==> src/rtl/console_bridge_pkg.sv <==
// Function
// cpu traffic passes only through the to-cpu and from-cpu data registers
// cpu runs or halts; halt by error, or halt command in command mode
// an error halt forces the console into command mode at once
// program mode forwards each terminal character singly to the cpu
// program mode passes cpu output unchanged to the terminal
// program mode never treats terminal input as console commands
// command mode routes terminal traffic to the console interpreter
// running in command mode, halt stops the cpu, continue resumes it
// a continue from command mode switches to program mode
// to halt from program mode, controller enters command mode first
// running in command mode only cpu-silent commands and halt are taken
// running in command mode, nothing passes to or from cpu software
// halted with program mode is useless; leave it at once
// halted in command mode, the whole command set is taken; code refuses CMD_PROGRAM while halted
// scan bus is used only in command mode
// maintenance request drives internal bus address, control, write data
// maintenance gives read and write of control store and registers
// to-cpu register holds character low byte, unit in bits 11 to 8
// maintenance reads return through from-cpu register, cpu halted only
// load captures scan points; capture read before each next shift
// console mode and run state are flags both sides can read
package console_bridge_pkg;
  localparam int DATA_W        = 32;
  localparam int CHAR_W        = 8;
  localparam int UNIT_W        = 4;
  localparam int IB_ADDR_W     = 8;
  localparam int SCAN_LANES    = 8;
  localparam int SYNC_STAGES   = 2;
  localparam int CLK_PERIOD_PS = 5000;
  localparam int MAINT_HOLD_NS = 20;
  localparam int MAINT_CYCLES  = (MAINT_HOLD_NS * 1000 + CLK_PERIOD_PS - 1) / CLK_PERIOD_PS;
  localparam int SCAN_SETTLE_NS = 15;
  localparam int SCAN_WAIT     =
    (SCAN_SETTLE_NS * 1000 + CLK_PERIOD_PS - 1) / CLK_PERIOD_PS + SYNC_STAGES;
  localparam int CNT_W         = 4;
  localparam logic [UNIT_W-1:0] OPERATOR_UNIT = 4'h0;
  localparam logic [DATA_W-1:0] DATA_ZERO     = 32'h0000_0000;

  typedef enum logic [4:0] {
    CMD_NONE      = 5'h00,
    CMD_HALT      = 5'h01,
    CMD_CONTINUE  = 5'h02,
    CMD_SHOW      = 5'h03,
    CMD_SET       = 5'h04,
    CMD_WAIT_DONE = 5'h05,
    CMD_HELP      = 5'h06,
    CMD_SCAN_LOAD = 5'h07,
    CMD_SCAN_SHIFT = 5'h08,
    CMD_SCAN_READ = 5'h09,
    CMD_CLEAR     = 5'h0A,
    CMD_MAINT_RD  = 5'h0B,
    CMD_MAINT_WR  = 5'h0C,
    CMD_STEP      = 5'h0D,
    CMD_START     = 5'h0E,
    CMD_DIAG      = 5'h0F,
    CMD_ESCAPE    = 5'h10,
    CMD_PROGRAM   = 5'h11
  } cmd_e;

  typedef enum logic [3:0] {
    M_IDLE   = 4'b0001,
    M_DRIVE  = 4'b0010,
    M_SAMPLE = 4'b0100,
    M_DONE   = 4'b1000
  } maint_state_e;

  typedef struct packed {
    logic [UNIT_W-1:0] unit;
    logic [CHAR_W-1:0] ch;
  } term_char_s;

  typedef struct packed {
    logic                 valid;
    cmd_e                 code;
    logic                 space;
    logic [IB_ADDR_W-1:0] addr;
    logic [DATA_W-1:0]    data;
  } console_cmd_s;

  typedef struct packed {
    logic                 req;
    logic                 write;
    logic                 space;
    logic [IB_ADDR_W-1:0] addr;
  } ib_ctrl_s;
endpackage : console_bridge_pkg

==> src/rtl/console_mode_bridge.sv <==
module console_mode_bridge
  import console_bridge_pkg::*;
(
  input  wire logic                  clk,
  input  wire logic                  rst_n,
  input  wire logic                  clk_en,
  input  wire console_cmd_s          cmd,
  output logic                       cmd_done,
  output logic                       cmd_refused,
  output logic      [DATA_W-1:0]     rsp_data,
  input  wire term_char_s            term_in,
  input  wire logic                  term_in_valid,
  output logic                       term_in_ready,
  output term_char_s                 term_out,
  output logic                       term_out_valid,
  input  wire logic                  term_out_take,
  output logic      [DATA_W-1:0]     to_cpu_data,
  output logic                       to_cpu_full,
  input  wire logic                  to_cpu_take,
  input  wire term_char_s            cpu_tx,
  input  wire logic                  cpu_tx_valid,
  output logic                       cpu_tx_ready,
  input  wire logic                  cpu_error_halt,
  output logic                       cpu_run,
  output logic                       cpu_step,
  output logic                       cmd_mode,
  output ib_ctrl_s                   ib_ctrl,
  output logic      [DATA_W-1:0]     ib_data_out,
  output logic                       ib_data_oe_n,
  input  wire logic [DATA_W-1:0]     ib_data_in,
  output logic                       scan_load,
  output logic                       scan_clk,
  input  wire logic [SCAN_LANES-1:0] scan_lanes
);
  logic [DATA_W-1:0]     from_cpu_data;
  logic                  from_cpu_full;
  logic [SCAN_LANES-1:0] lanes_sync;
  logic [SCAN_LANES-1:0] capture;
  logic                  scan_unread;
  logic                  scan_busy;
  logic [CNT_W-1:0]      scan_cnt;
  logic                  scan_sample;
  maint_state_e          mstate;
  logic [CNT_W-1:0]      mcnt;
  logic                  acc;
  logic                  refuse;
  logic                  imm_done;
  logic                  run_ok;
  logic                  acc_term;
  logic                  acc_tx;
  logic                  next_run;
  logic                  next_mode;
  logic                  next_rx_full;
  logic                  next_tx_full;

  pin_sync #(
    .W (SCAN_LANES)
  ) u_scan_sync (
    .clk   (clk),
    .rst_n (rst_n),
    .d     (scan_lanes),
    .q     (lanes_sync)
  );

  scan_capture #(
    .LANES (SCAN_LANES)
  ) u_scan_cap (
    .clk     (clk),
    .rst_n   (rst_n),
    .clk_en  (clk_en),
    .sample  (scan_sample),
    .lanes   (lanes_sync),
    .capture (capture)
  );

  // both data registers are the only cpu path; no bypass exists
  assign term_out    = from_cpu_data[UNIT_W+CHAR_W-1:0];
  assign ib_data_out = to_cpu_data;
  assign acc_term    = term_in_valid && term_in_ready && clk_en;
  assign acc_tx      = cpu_tx_valid && cpu_tx_ready && clk_en;
  assign scan_sample = scan_busy && (scan_cnt == CNT_W'(SCAN_WAIT));

  // commands that need nothing back from a running cpu
  always_comb begin
    case (cmd.code)
      CMD_HALT, CMD_CONTINUE, CMD_SHOW, CMD_SET, CMD_WAIT_DONE,
      CMD_HELP, CMD_SCAN_LOAD, CMD_SCAN_SHIFT, CMD_SCAN_READ,
      CMD_CLEAR, CMD_PROGRAM, CMD_ESCAPE: run_ok = 1'b1;
      default:                            run_ok = 1'b0;
    endcase
  end

  // command gate; escape is the controller's own mode switch
  always_comb begin
    acc      = 1'b0;
    refuse   = 1'b0;
    imm_done = 1'b0;
    if (cmd.valid && clk_en) begin
      if (cmd.code == CMD_ESCAPE) begin
        acc = 1'b1;
      end else if (!cmd_mode || cpu_error_halt) begin
        refuse = 1'b1;
      end else if (mstate != M_IDLE || cmd.code == CMD_NONE) begin
        refuse = 1'b1;
      end else if (cpu_run && !run_ok) begin
        refuse = 1'b1;
      end else if (cmd.code == CMD_PROGRAM && !cpu_run) begin
        refuse = 1'b1;
      end else if (cmd.code == CMD_SCAN_SHIFT && (scan_unread || scan_busy)) begin
        refuse = 1'b1;
      end else begin
        acc = 1'b1;
      end
      case (cmd.code)
        CMD_MAINT_RD, CMD_MAINT_WR, CMD_SCAN_SHIFT: imm_done = 1'b0;
        default:                                    imm_done = acc;
      endcase
    end
  end

  always_comb begin
    next_run  = cpu_run;
    next_mode = cmd_mode;
    if (cpu_error_halt && clk_en) begin
      next_run  = 1'b0;
      next_mode = 1'b1;
    end else if (acc) begin
      case (cmd.code)
        CMD_HALT: next_run = 1'b0;
        CMD_CONTINUE, CMD_START: begin
          next_run  = 1'b1;
          next_mode = 1'b0;
        end
        CMD_ESCAPE:  next_mode = 1'b1;
        CMD_PROGRAM: next_mode = 1'b0;
        default: next_mode = cmd_mode;
      endcase
    end
    if (!next_run) begin
      next_mode = 1'b1;
    end
  end

  // run and mode flags, readable by both sides
  always_ff @(posedge clk) begin
    if (!rst_n) begin
      cpu_run  <= 1'b0;
      cmd_mode <= 1'b1;
    end else begin
      cpu_run  <= next_run;
      cmd_mode <= next_mode;
    end
  end

  always_ff @(posedge clk) begin
    if (!rst_n) begin
      cpu_step <= 1'b0;
    end else if (clk_en) begin
      cpu_step <= acc && cmd.code == CMD_STEP;
    end
  end

  always_comb begin
    next_rx_full = to_cpu_full;
    if (to_cpu_take && clk_en) begin
      next_rx_full = 1'b0;
    end
    if (acc_term) begin
      next_rx_full = 1'b1;
    end
  end

  always_comb begin
    next_tx_full = from_cpu_full;
    if (term_out_take && term_out_valid && clk_en) begin
      next_tx_full = 1'b0;
    end
    if (acc_tx) begin
      next_tx_full = 1'b1;
    end
  end

  // to-cpu register: terminal characters, or maintenance write data
  always_ff @(posedge clk) begin
    if (!rst_n) begin
      to_cpu_data <= DATA_ZERO;
      to_cpu_full <= 1'b0;
    end else if (clk_en) begin
      to_cpu_full <= next_rx_full;
      if (acc_term) begin
        to_cpu_data <= {{(DATA_W-UNIT_W-CHAR_W){1'b0}}, term_in};
      end else if (acc && cmd.code == CMD_MAINT_WR) begin
        to_cpu_data <= cmd.data;
      end
    end
  end

  // terminal input goes to the cpu only in program mode
  always_ff @(posedge clk) begin
    if (!rst_n) begin
      term_in_ready <= 1'b0;
    end else if (clk_en) begin
      term_in_ready <= next_run && !next_mode && !next_rx_full;
    end
  end

  // from-cpu register: cpu output, or maintenance read data
  always_ff @(posedge clk) begin
    if (!rst_n) begin
      from_cpu_data <= DATA_ZERO;
      from_cpu_full <= 1'b0;
    end else if (clk_en) begin
      from_cpu_full <= next_tx_full;
      if (acc_tx) begin
        from_cpu_data <= {{(DATA_W-UNIT_W-CHAR_W){1'b0}}, cpu_tx};
      end else if (mstate == M_SAMPLE && !ib_ctrl.write) begin
        from_cpu_data <= ib_data_in;
      end
    end
  end

  // a char held across a mode change waits; a maintenance read can overwrite it
  always_ff @(posedge clk) begin
    if (!rst_n) begin
      cpu_tx_ready   <= 1'b0;
      term_out_valid <= 1'b0;
    end else if (clk_en) begin
      cpu_tx_ready   <= next_run && !next_mode && !next_tx_full;
      term_out_valid <= next_tx_full && !next_mode;
    end
  end

  // maintenance cycle on the internal cpu bus, cpu halted only
  always_ff @(posedge clk) begin
    if (!rst_n) begin
      mstate       <= M_IDLE;
      mcnt         <= '0;
      ib_ctrl      <= '0;
      ib_data_oe_n <= 1'b1;
    end else if (clk_en) begin
      case (mstate)
        M_IDLE: begin
          if (acc && (cmd.code == CMD_MAINT_RD || cmd.code == CMD_MAINT_WR)) begin
            mstate        <= M_DRIVE;
            mcnt          <= CNT_W'(1);
            ib_ctrl.req   <= 1'b1;
            ib_ctrl.write <= cmd.code == CMD_MAINT_WR;
            ib_ctrl.space <= cmd.space;
            ib_ctrl.addr  <= cmd.addr;
            ib_data_oe_n  <= cmd.code != CMD_MAINT_WR;
          end
        end
        M_DRIVE: begin
          if (mcnt == CNT_W'(MAINT_CYCLES)) begin
            mstate <= M_SAMPLE;
          end else begin
            mcnt <= mcnt + CNT_W'(1);
          end
        end
        M_SAMPLE: begin
          mstate       <= M_DONE;
          ib_ctrl      <= '0;
          ib_data_oe_n <= 1'b1;
        end
        M_DONE: begin
          mstate <= M_IDLE;
        end
        default: begin
          mstate       <= M_IDLE;
          ib_ctrl      <= '0;
          ib_data_oe_n <= 1'b1;
        end
      endcase
    end
  end

  // scan bus: load, then one shift per read of the capture
  always_ff @(posedge clk) begin
    if (!rst_n) begin
      scan_load   <= 1'b0;
      scan_clk    <= 1'b0;
      scan_busy   <= 1'b0;
      scan_cnt    <= '0;
      scan_unread <= 1'b0;
    end else if (clk_en) begin
      scan_load <= acc && cmd.code == CMD_SCAN_LOAD;
      scan_clk  <= acc && cmd.code == CMD_SCAN_SHIFT;
      if (acc && cmd.code == CMD_SCAN_SHIFT) begin
        scan_busy <= 1'b1;
        scan_cnt  <= '0;
      end else if (scan_sample) begin
        scan_busy <= 1'b0;
      end else if (scan_busy) begin
        scan_cnt <= scan_cnt + CNT_W'(1);
      end
      // the sample sets the flag; a read in the same cycle cannot hit it
      if (scan_sample) begin
        scan_unread <= 1'b1;
      end else if (acc && cmd.code == CMD_SCAN_READ) begin
        scan_unread <= 1'b0;
      end
    end
  end

  always_ff @(posedge clk) begin
    if (!rst_n) begin
      cmd_done    <= 1'b0;
      cmd_refused <= 1'b0;
      rsp_data    <= DATA_ZERO;
    end else if (clk_en) begin
      cmd_done    <= imm_done || scan_sample || mstate == M_DONE;
      cmd_refused <= refuse;
      if (imm_done && cmd.code == CMD_SHOW) begin
        rsp_data <= {{(DATA_W-2){1'b0}}, next_mode, next_run};
      end else if (imm_done && cmd.code == CMD_SCAN_READ) begin
        rsp_data <= {{(DATA_W-SCAN_LANES){1'b0}}, capture};
      end else if (mstate == M_DONE) begin
        rsp_data <= from_cpu_data;
      end
    end
  end

  AST_HALT_CAUSE: assert property (@(posedge clk) disable iff (!rst_n)
    $fell(cpu_run) |-> $past(cmd_mode) || $past(cpu_error_halt))
    else $error("cpu halted outside command mode without an error");

  AST_ERR_CMD: assert property (@(posedge clk) disable iff (!rst_n)
    cpu_error_halt && clk_en |=> !cpu_run && cmd_mode)
    else $error("error halt did not force command mode");

  AST_PROG_REFUSE: assert property (@(posedge clk) disable iff (!rst_n)
    cmd.valid && clk_en && !cmd_mode && cmd.code != CMD_ESCAPE |=> cmd_refused && !cmd_done)
    else $error("command taken in program mode");

  AST_CONT_PROG: assert property (@(posedge clk) disable iff (!rst_n)
    acc && cmd.code == CMD_CONTINUE && !cpu_error_halt |=> cpu_run && !cmd_mode)
    else $error("continue did not enter program mode");

  AST_RUN_LIMIT: assert property (@(posedge clk) disable iff (!rst_n)
    cmd.valid && clk_en && cpu_run && cmd_mode && !run_ok |=> cmd_refused)
    else $error("cpu-dependent command taken while running");

  AST_NO_PASS: assert property (@(posedge clk) disable iff (!rst_n)
    cmd_mode |-> !cpu_tx_ready && !term_in_ready && !term_out_valid)
    else $error("cpu traffic open in command mode");

  AST_NO_HALT_PROG: assert property (@(posedge clk) disable iff (!rst_n)
    !cpu_run |-> cmd_mode)
    else $error("halted cpu with program mode");

  AST_CHAR_FWD: assert property (@(posedge clk) disable iff (!rst_n)
    acc_term |=> to_cpu_full && to_cpu_data[UNIT_W+CHAR_W-1:0] == $past(term_in))
    else $error("terminal character not loaded into to-cpu register");

  AST_MAINT_HOLD: assert property (@(posedge clk) disable iff (!rst_n || !clk_en)
    $rose(ib_ctrl.req) |-> ib_ctrl.req [*5] ##1 !ib_ctrl.req)
    else $error("maintenance request held for wrong length");

  AST_MAINT_DRIVE: assert property (@(posedge clk) disable iff (!rst_n)
    !ib_data_oe_n |-> ib_ctrl.req && ib_ctrl.write)
    else $error("bus data driven outside a maintenance write");

  AST_MAINT_HALTED: assert property (@(posedge clk) disable iff (!rst_n)
    ib_ctrl.req |-> !cpu_run)
    else $error("maintenance cycle with cpu running");

  AST_SCAN_READ: assert property (@(posedge clk) disable iff (!rst_n || !clk_en)
    scan_clk |-> ##[1:8] cmd_done ##1 (scan_unread && !scan_clk))
    else $error("scan shift not captured in time");
endmodule : console_mode_bridge

==> src/rtl/pin_sync.sv <==
module pin_sync
  import console_bridge_pkg::*;
#(
  parameter int W = 8
) (
  input  wire logic         clk,
  input  wire logic         rst_n,
  input  wire logic [W-1:0] d,
  output logic      [W-1:0] q
);
  logic [W-1:0] meta;

  always_ff @(posedge clk) begin
    if (!rst_n) begin
      meta <= '0;
      q    <= '0;
    end else begin
      meta <= d;
      q    <= meta;
    end
  end
endmodule : pin_sync

==> src/rtl/scan_capture.sv <==
module scan_capture
  import console_bridge_pkg::*;
#(
  parameter int LANES = SCAN_LANES
) (
  input  wire logic             clk,
  input  wire logic             rst_n,
  input  wire logic             clk_en,
  input  wire logic             sample,
  input  wire logic [LANES-1:0] lanes,
  output logic      [LANES-1:0] capture
);
  // one serial bit per shift register lands in its own capture bit
  for (genvar i = 0; i < LANES; i++) begin : g_lane
    always_ff @(posedge clk) begin
      if (!rst_n) begin
        capture[i] <= 1'b0;
      end else if (clk_en && sample) begin
        capture[i] <= lanes[i];
      end
    end
  end
endmodule : scan_capture
==> config.mk <==
export PLATFORM = sky130hd
export DESIGN_NAME = console_mode_bridge
export DESIGN_NICKNAME = d
export VERILOG_FILES = /design/src/rtl/console_bridge_pkg.sv /design/src/rtl/console_mode_bridge.sv /design/src/rtl/pin_sync.sv /design/src/rtl/scan_capture.sv
export SDC_FILE = /design/constraint.sdc
export NUM_CORES = 1
export LEC_CHECK = 0
export ABC_AREA = 1
export BUFFER_PORTS_ARGS = -buffer_cell sky130_fd_sc_hd__buf_2
export CORE_MARGIN = 3
export CORE_UTILIZATION = 35
export CTS_BUF_LIST = sky130_fd_sc_hd__clkbuf_8
export DETAILED_ROUTE_END_ITERATION = 16
export GPL_ROUTABILITY_DRIVEN = 1
export PLACE_DENSITY_LB_ADDON = 0.12
export RECOVER_POWER = 100
export SLEW_MARGIN = 15
export SYNTH_ARGS = -nofsm -noshare
export SYNTH_HDL_FRONTEND = slang
export SYNTH_SLANG_ARGS = --single-unit
export TNS_END_PERCENT = 100
==> constraint.sdc <==
create_clock -name clk -period 2.6 [get_ports clk]
set_input_delay 0.65 -clock clk [delete_from_list [all_inputs] [get_ports clk]]
set_output_delay 0.65 -clock clk [all_outputs]
set_load 0.05 [all_outputs]
==> metrics.yaml <==
worst_setup_path:
  startpoint_type: "primary input"
  critPathMaxStageDelay_ps: 240
  required_ps: 2920
  crit_fanout: 18
  worstSetupStartpoint: "cmd[42]"
  r2r_end: "ib_data_out[12]$_SDFFE_PN0P_"
  r2r_setup_slack_ps: 460
  end_kind: "flip-flop"
  reg2reg_from: "mstate[3]$_SDFFE_PN0P_"
  critPathArrivalTime_ps: 2500
  crit_type: "primary input to flip-flop"
  cp_cell_sequence: "clkbuf_1, nor2_1, nand2_1, nor2_1, o21ai_0, nand3_2, nand2_4, nand3_2, nand3_4, nand3_1, buf_4, o21ai_0"
  r2r_cells: 14
  worst_path_max_delay_cell: "buf_4"
grt:
  grt_first_pass_wirelength_um: 30800
  grt_usage: 0.177
  grt_max_degree: 44
  grt-ovfl-total: 0
  grt_antenna_before_repair: 0
  grt_pass1_vias: 5854
cts:
  post-cts-setup-buffers: 0
  cts_resized: 0
  cts_max_level: 4
  clk_path_buf_depth: 2
  cts_tree: "built"
  ctsHoldBuffers: 0
  clk_latency_ps: 440
  clock-sinks: 158
  clk_transition_reported_paths_ps: 80
  numCtsBuffers: 17
  clock-root-buffer: "clkbuf_8"
placement:
  dp_hpwl_um: 14100
  gp_congestion: 0.871
  port-buffer-count: 249
yosys:
  syn-num-nets: 1017
  syn_area_per_cell_um2: 7.59
  async_flop_share: 0
  yosysSeqAreaShare: 0.466
  yosys.area.top_type: "dfxtp_1"
  synth.distinct_cells: 41
  ys_ff_latch: 158
  synth_top_flop_cell: "dfxtp_1"
  synth_top_area_share: 0.466
  synth_edf_count: 0
  yosysWarnings: 0
  yosysMostFrequentCell: "nand2_1"
  ys_top_cells_by_area: "dfxtp_1, nand2_1, nand3_1"
  synth_commonest_cells: "nand2_1, dfxtp_1, nand3_1"
  syn_area_um2: 6790
  synthCells: 894
finish:
  final_nets: 1218
  layout-drive-gt1-share: 0.171
  diodes: 0
  fillCellCount: 2097
  syn2layout_area_growth_pct: 21.9
routing:
  ant_nets: 0
  wl_um: 19000
  vias: 6320
  drt_iter0_markers: 276
  route.detailed.drc: 0
  dr.pass1.iters: 5
  wl_per_cell_um: 13.9
  routed_via_density: 4.62
min_path:
  hp-class: "primary input to flip-flop"
  hold_depth: 3
  whs_endpoint: "u_scan_sync.meta[2]$_SDFF_PN0_"
  hp-start: "scan_lanes[2]"
timing:
  worst_pin_slew_ps: 949
  hold_violations: 0
  setup-tns-final_ps: 0
  setup_viol: 0
  relSlewSlack: 0.367
  period_needed_ps: 2170
  rsz0062_at_grt: "no"
  period_share: 0.836
  fin_worst_skew_ps: 11.5
  slew_viol_final: 0
  clock.fmax_ghz: 0.460
pwr:
  p_leak_nw: 3.39
  ir_drop_mv: 0.284
  power_density_nw_per_um2: 578
  power_mw: 4.78
status:
  status: "completed"
die:
  row_count: 50
  core_um2: 18900
  die_area_um2: 21100
  die_height_um: 145
  start_util: 0.359
  die_w_um: 145
  io_pins: 250
job:
  drv_cap: 0
[how the worst max path moves through the flow]
stage	endpoint	cells past startpoint
after global placement	rsp_data[26]$_SDFFE_PN0P_	14
after CTS	rsp_data[4]$_SDFFE_PN0P_	13
after global routing	rsp_data[12]$_SDFFE_PN0P_	12
after floorplan	ib_data_out[10]$_SDFFE_PN0P_	13
final	rsp_data[16]$_SDFFE_PN0P_	12
after detailed placement	rsp_data[26]$_SDFFE_PN0P_	14
[sequential cells by signal, indices dropped and copies added (netlist names), 4 cells and up]
signal and flops:
from_cpu_data 32, ib_ctrl 11, mstate 4, scan_cnt 4
mcnt 4, u_scan_sync.meta 8, ib_data_out 32, u_scan_cap.capture 8
u_scan_sync.q 8, rsp_data 32
[area by class of cell]
cell class              count  area, um^2  share of cell area
flip-flops and latches    158        3160               0.382
multi-input cells         555        2730               0.329
clock buffers              19         262              0.0316
inverters                  87         330              0.0399
clock inverters            13         165              0.0200
well taps                 260         325              0.0393
repair buffers            276        1300               0.157
[metal layers]
layer / vias up / track usage / share of wire
met2: 159 / 0.276 / 0.45
met1: 2830 / 0.247 / 0.48
li1: 3312 / - / -
met5: - / 0 / 0
met4: 0 / 0.0480 / 0.016
met3: 19 / 0.0428 / 0.053
[logic make-up (layout without fill, tap and decap cells)]
kind of cell | count (synthesis) | after routing | share of synthesized area
adder cells (fa/ha/maj) | 4 | 4 | 0.00737
AO/OA/AOI/OAI | 176 | 176 | 0.142
flip-flops | 158 | 158 | 0.466
AND/OR/NAND/NOR | 370 | 370 | 0.248
buffers and inverters | 181 | 395 | 0.130
XOR/XNOR | 3 | 3 | 0.00387
multiplexers | 2 | 2 | 0.00332
[cell usage in the layout (no fill, tap or decap), drive strengths merged, types with 12 or more instances in the layout]
cell type    n
nand2      174
dfxtp      158
clkbuf     157
buf        138
nand3      116
a21oi       87
inv         85
nor2        60
o21ai       58
o221ai      12
[per-stage QoR]
| stage | cell area (um^2) | setup WS [ps] | utilization | std cells | hold slack [ps] |
|---|---|---|---|---|---|
| after detailed placement | 8050 | 125 | 0.426 | 1336 | 396 |
| final | 8270 | 428 | 0.438 | 1368 | 392 |
| after floorplan | 6790 | 509 | - | 894 | 390 |
| after CTS | 8480 | 553 | 0.449 | 1368 | 354 |
| after global placement | 8050 | 192 | 0.426 | 1336 | 398 |
| after global routing | 8270 | 167 | 0.438 | 1368 | 346 |
[power breakdown]
| part | internal (mW) | total [mW] | switching, mW | leakage (nW) |
|---|---|---|---|---|
| sequential | 2.45 | 2.46 | 0.0146 | 1.28 |
| combinational | 0.135 | 0.386 | 0.251 | 1.91 |
| clock | 1.00 | 1.93 | 0.928 | 0.210 |
| total | 3.59 | 4.78 | 1.19 | 3.39 |
[critical path: cells and delay by family]
family / cells / cell delay, ps
and+or+nand+nor: 8 / 1200
buffers and inverters: 2 / 350
AOI/OAI and AO/OA: 2 / 270
Power figures use the tool's default switching activity.
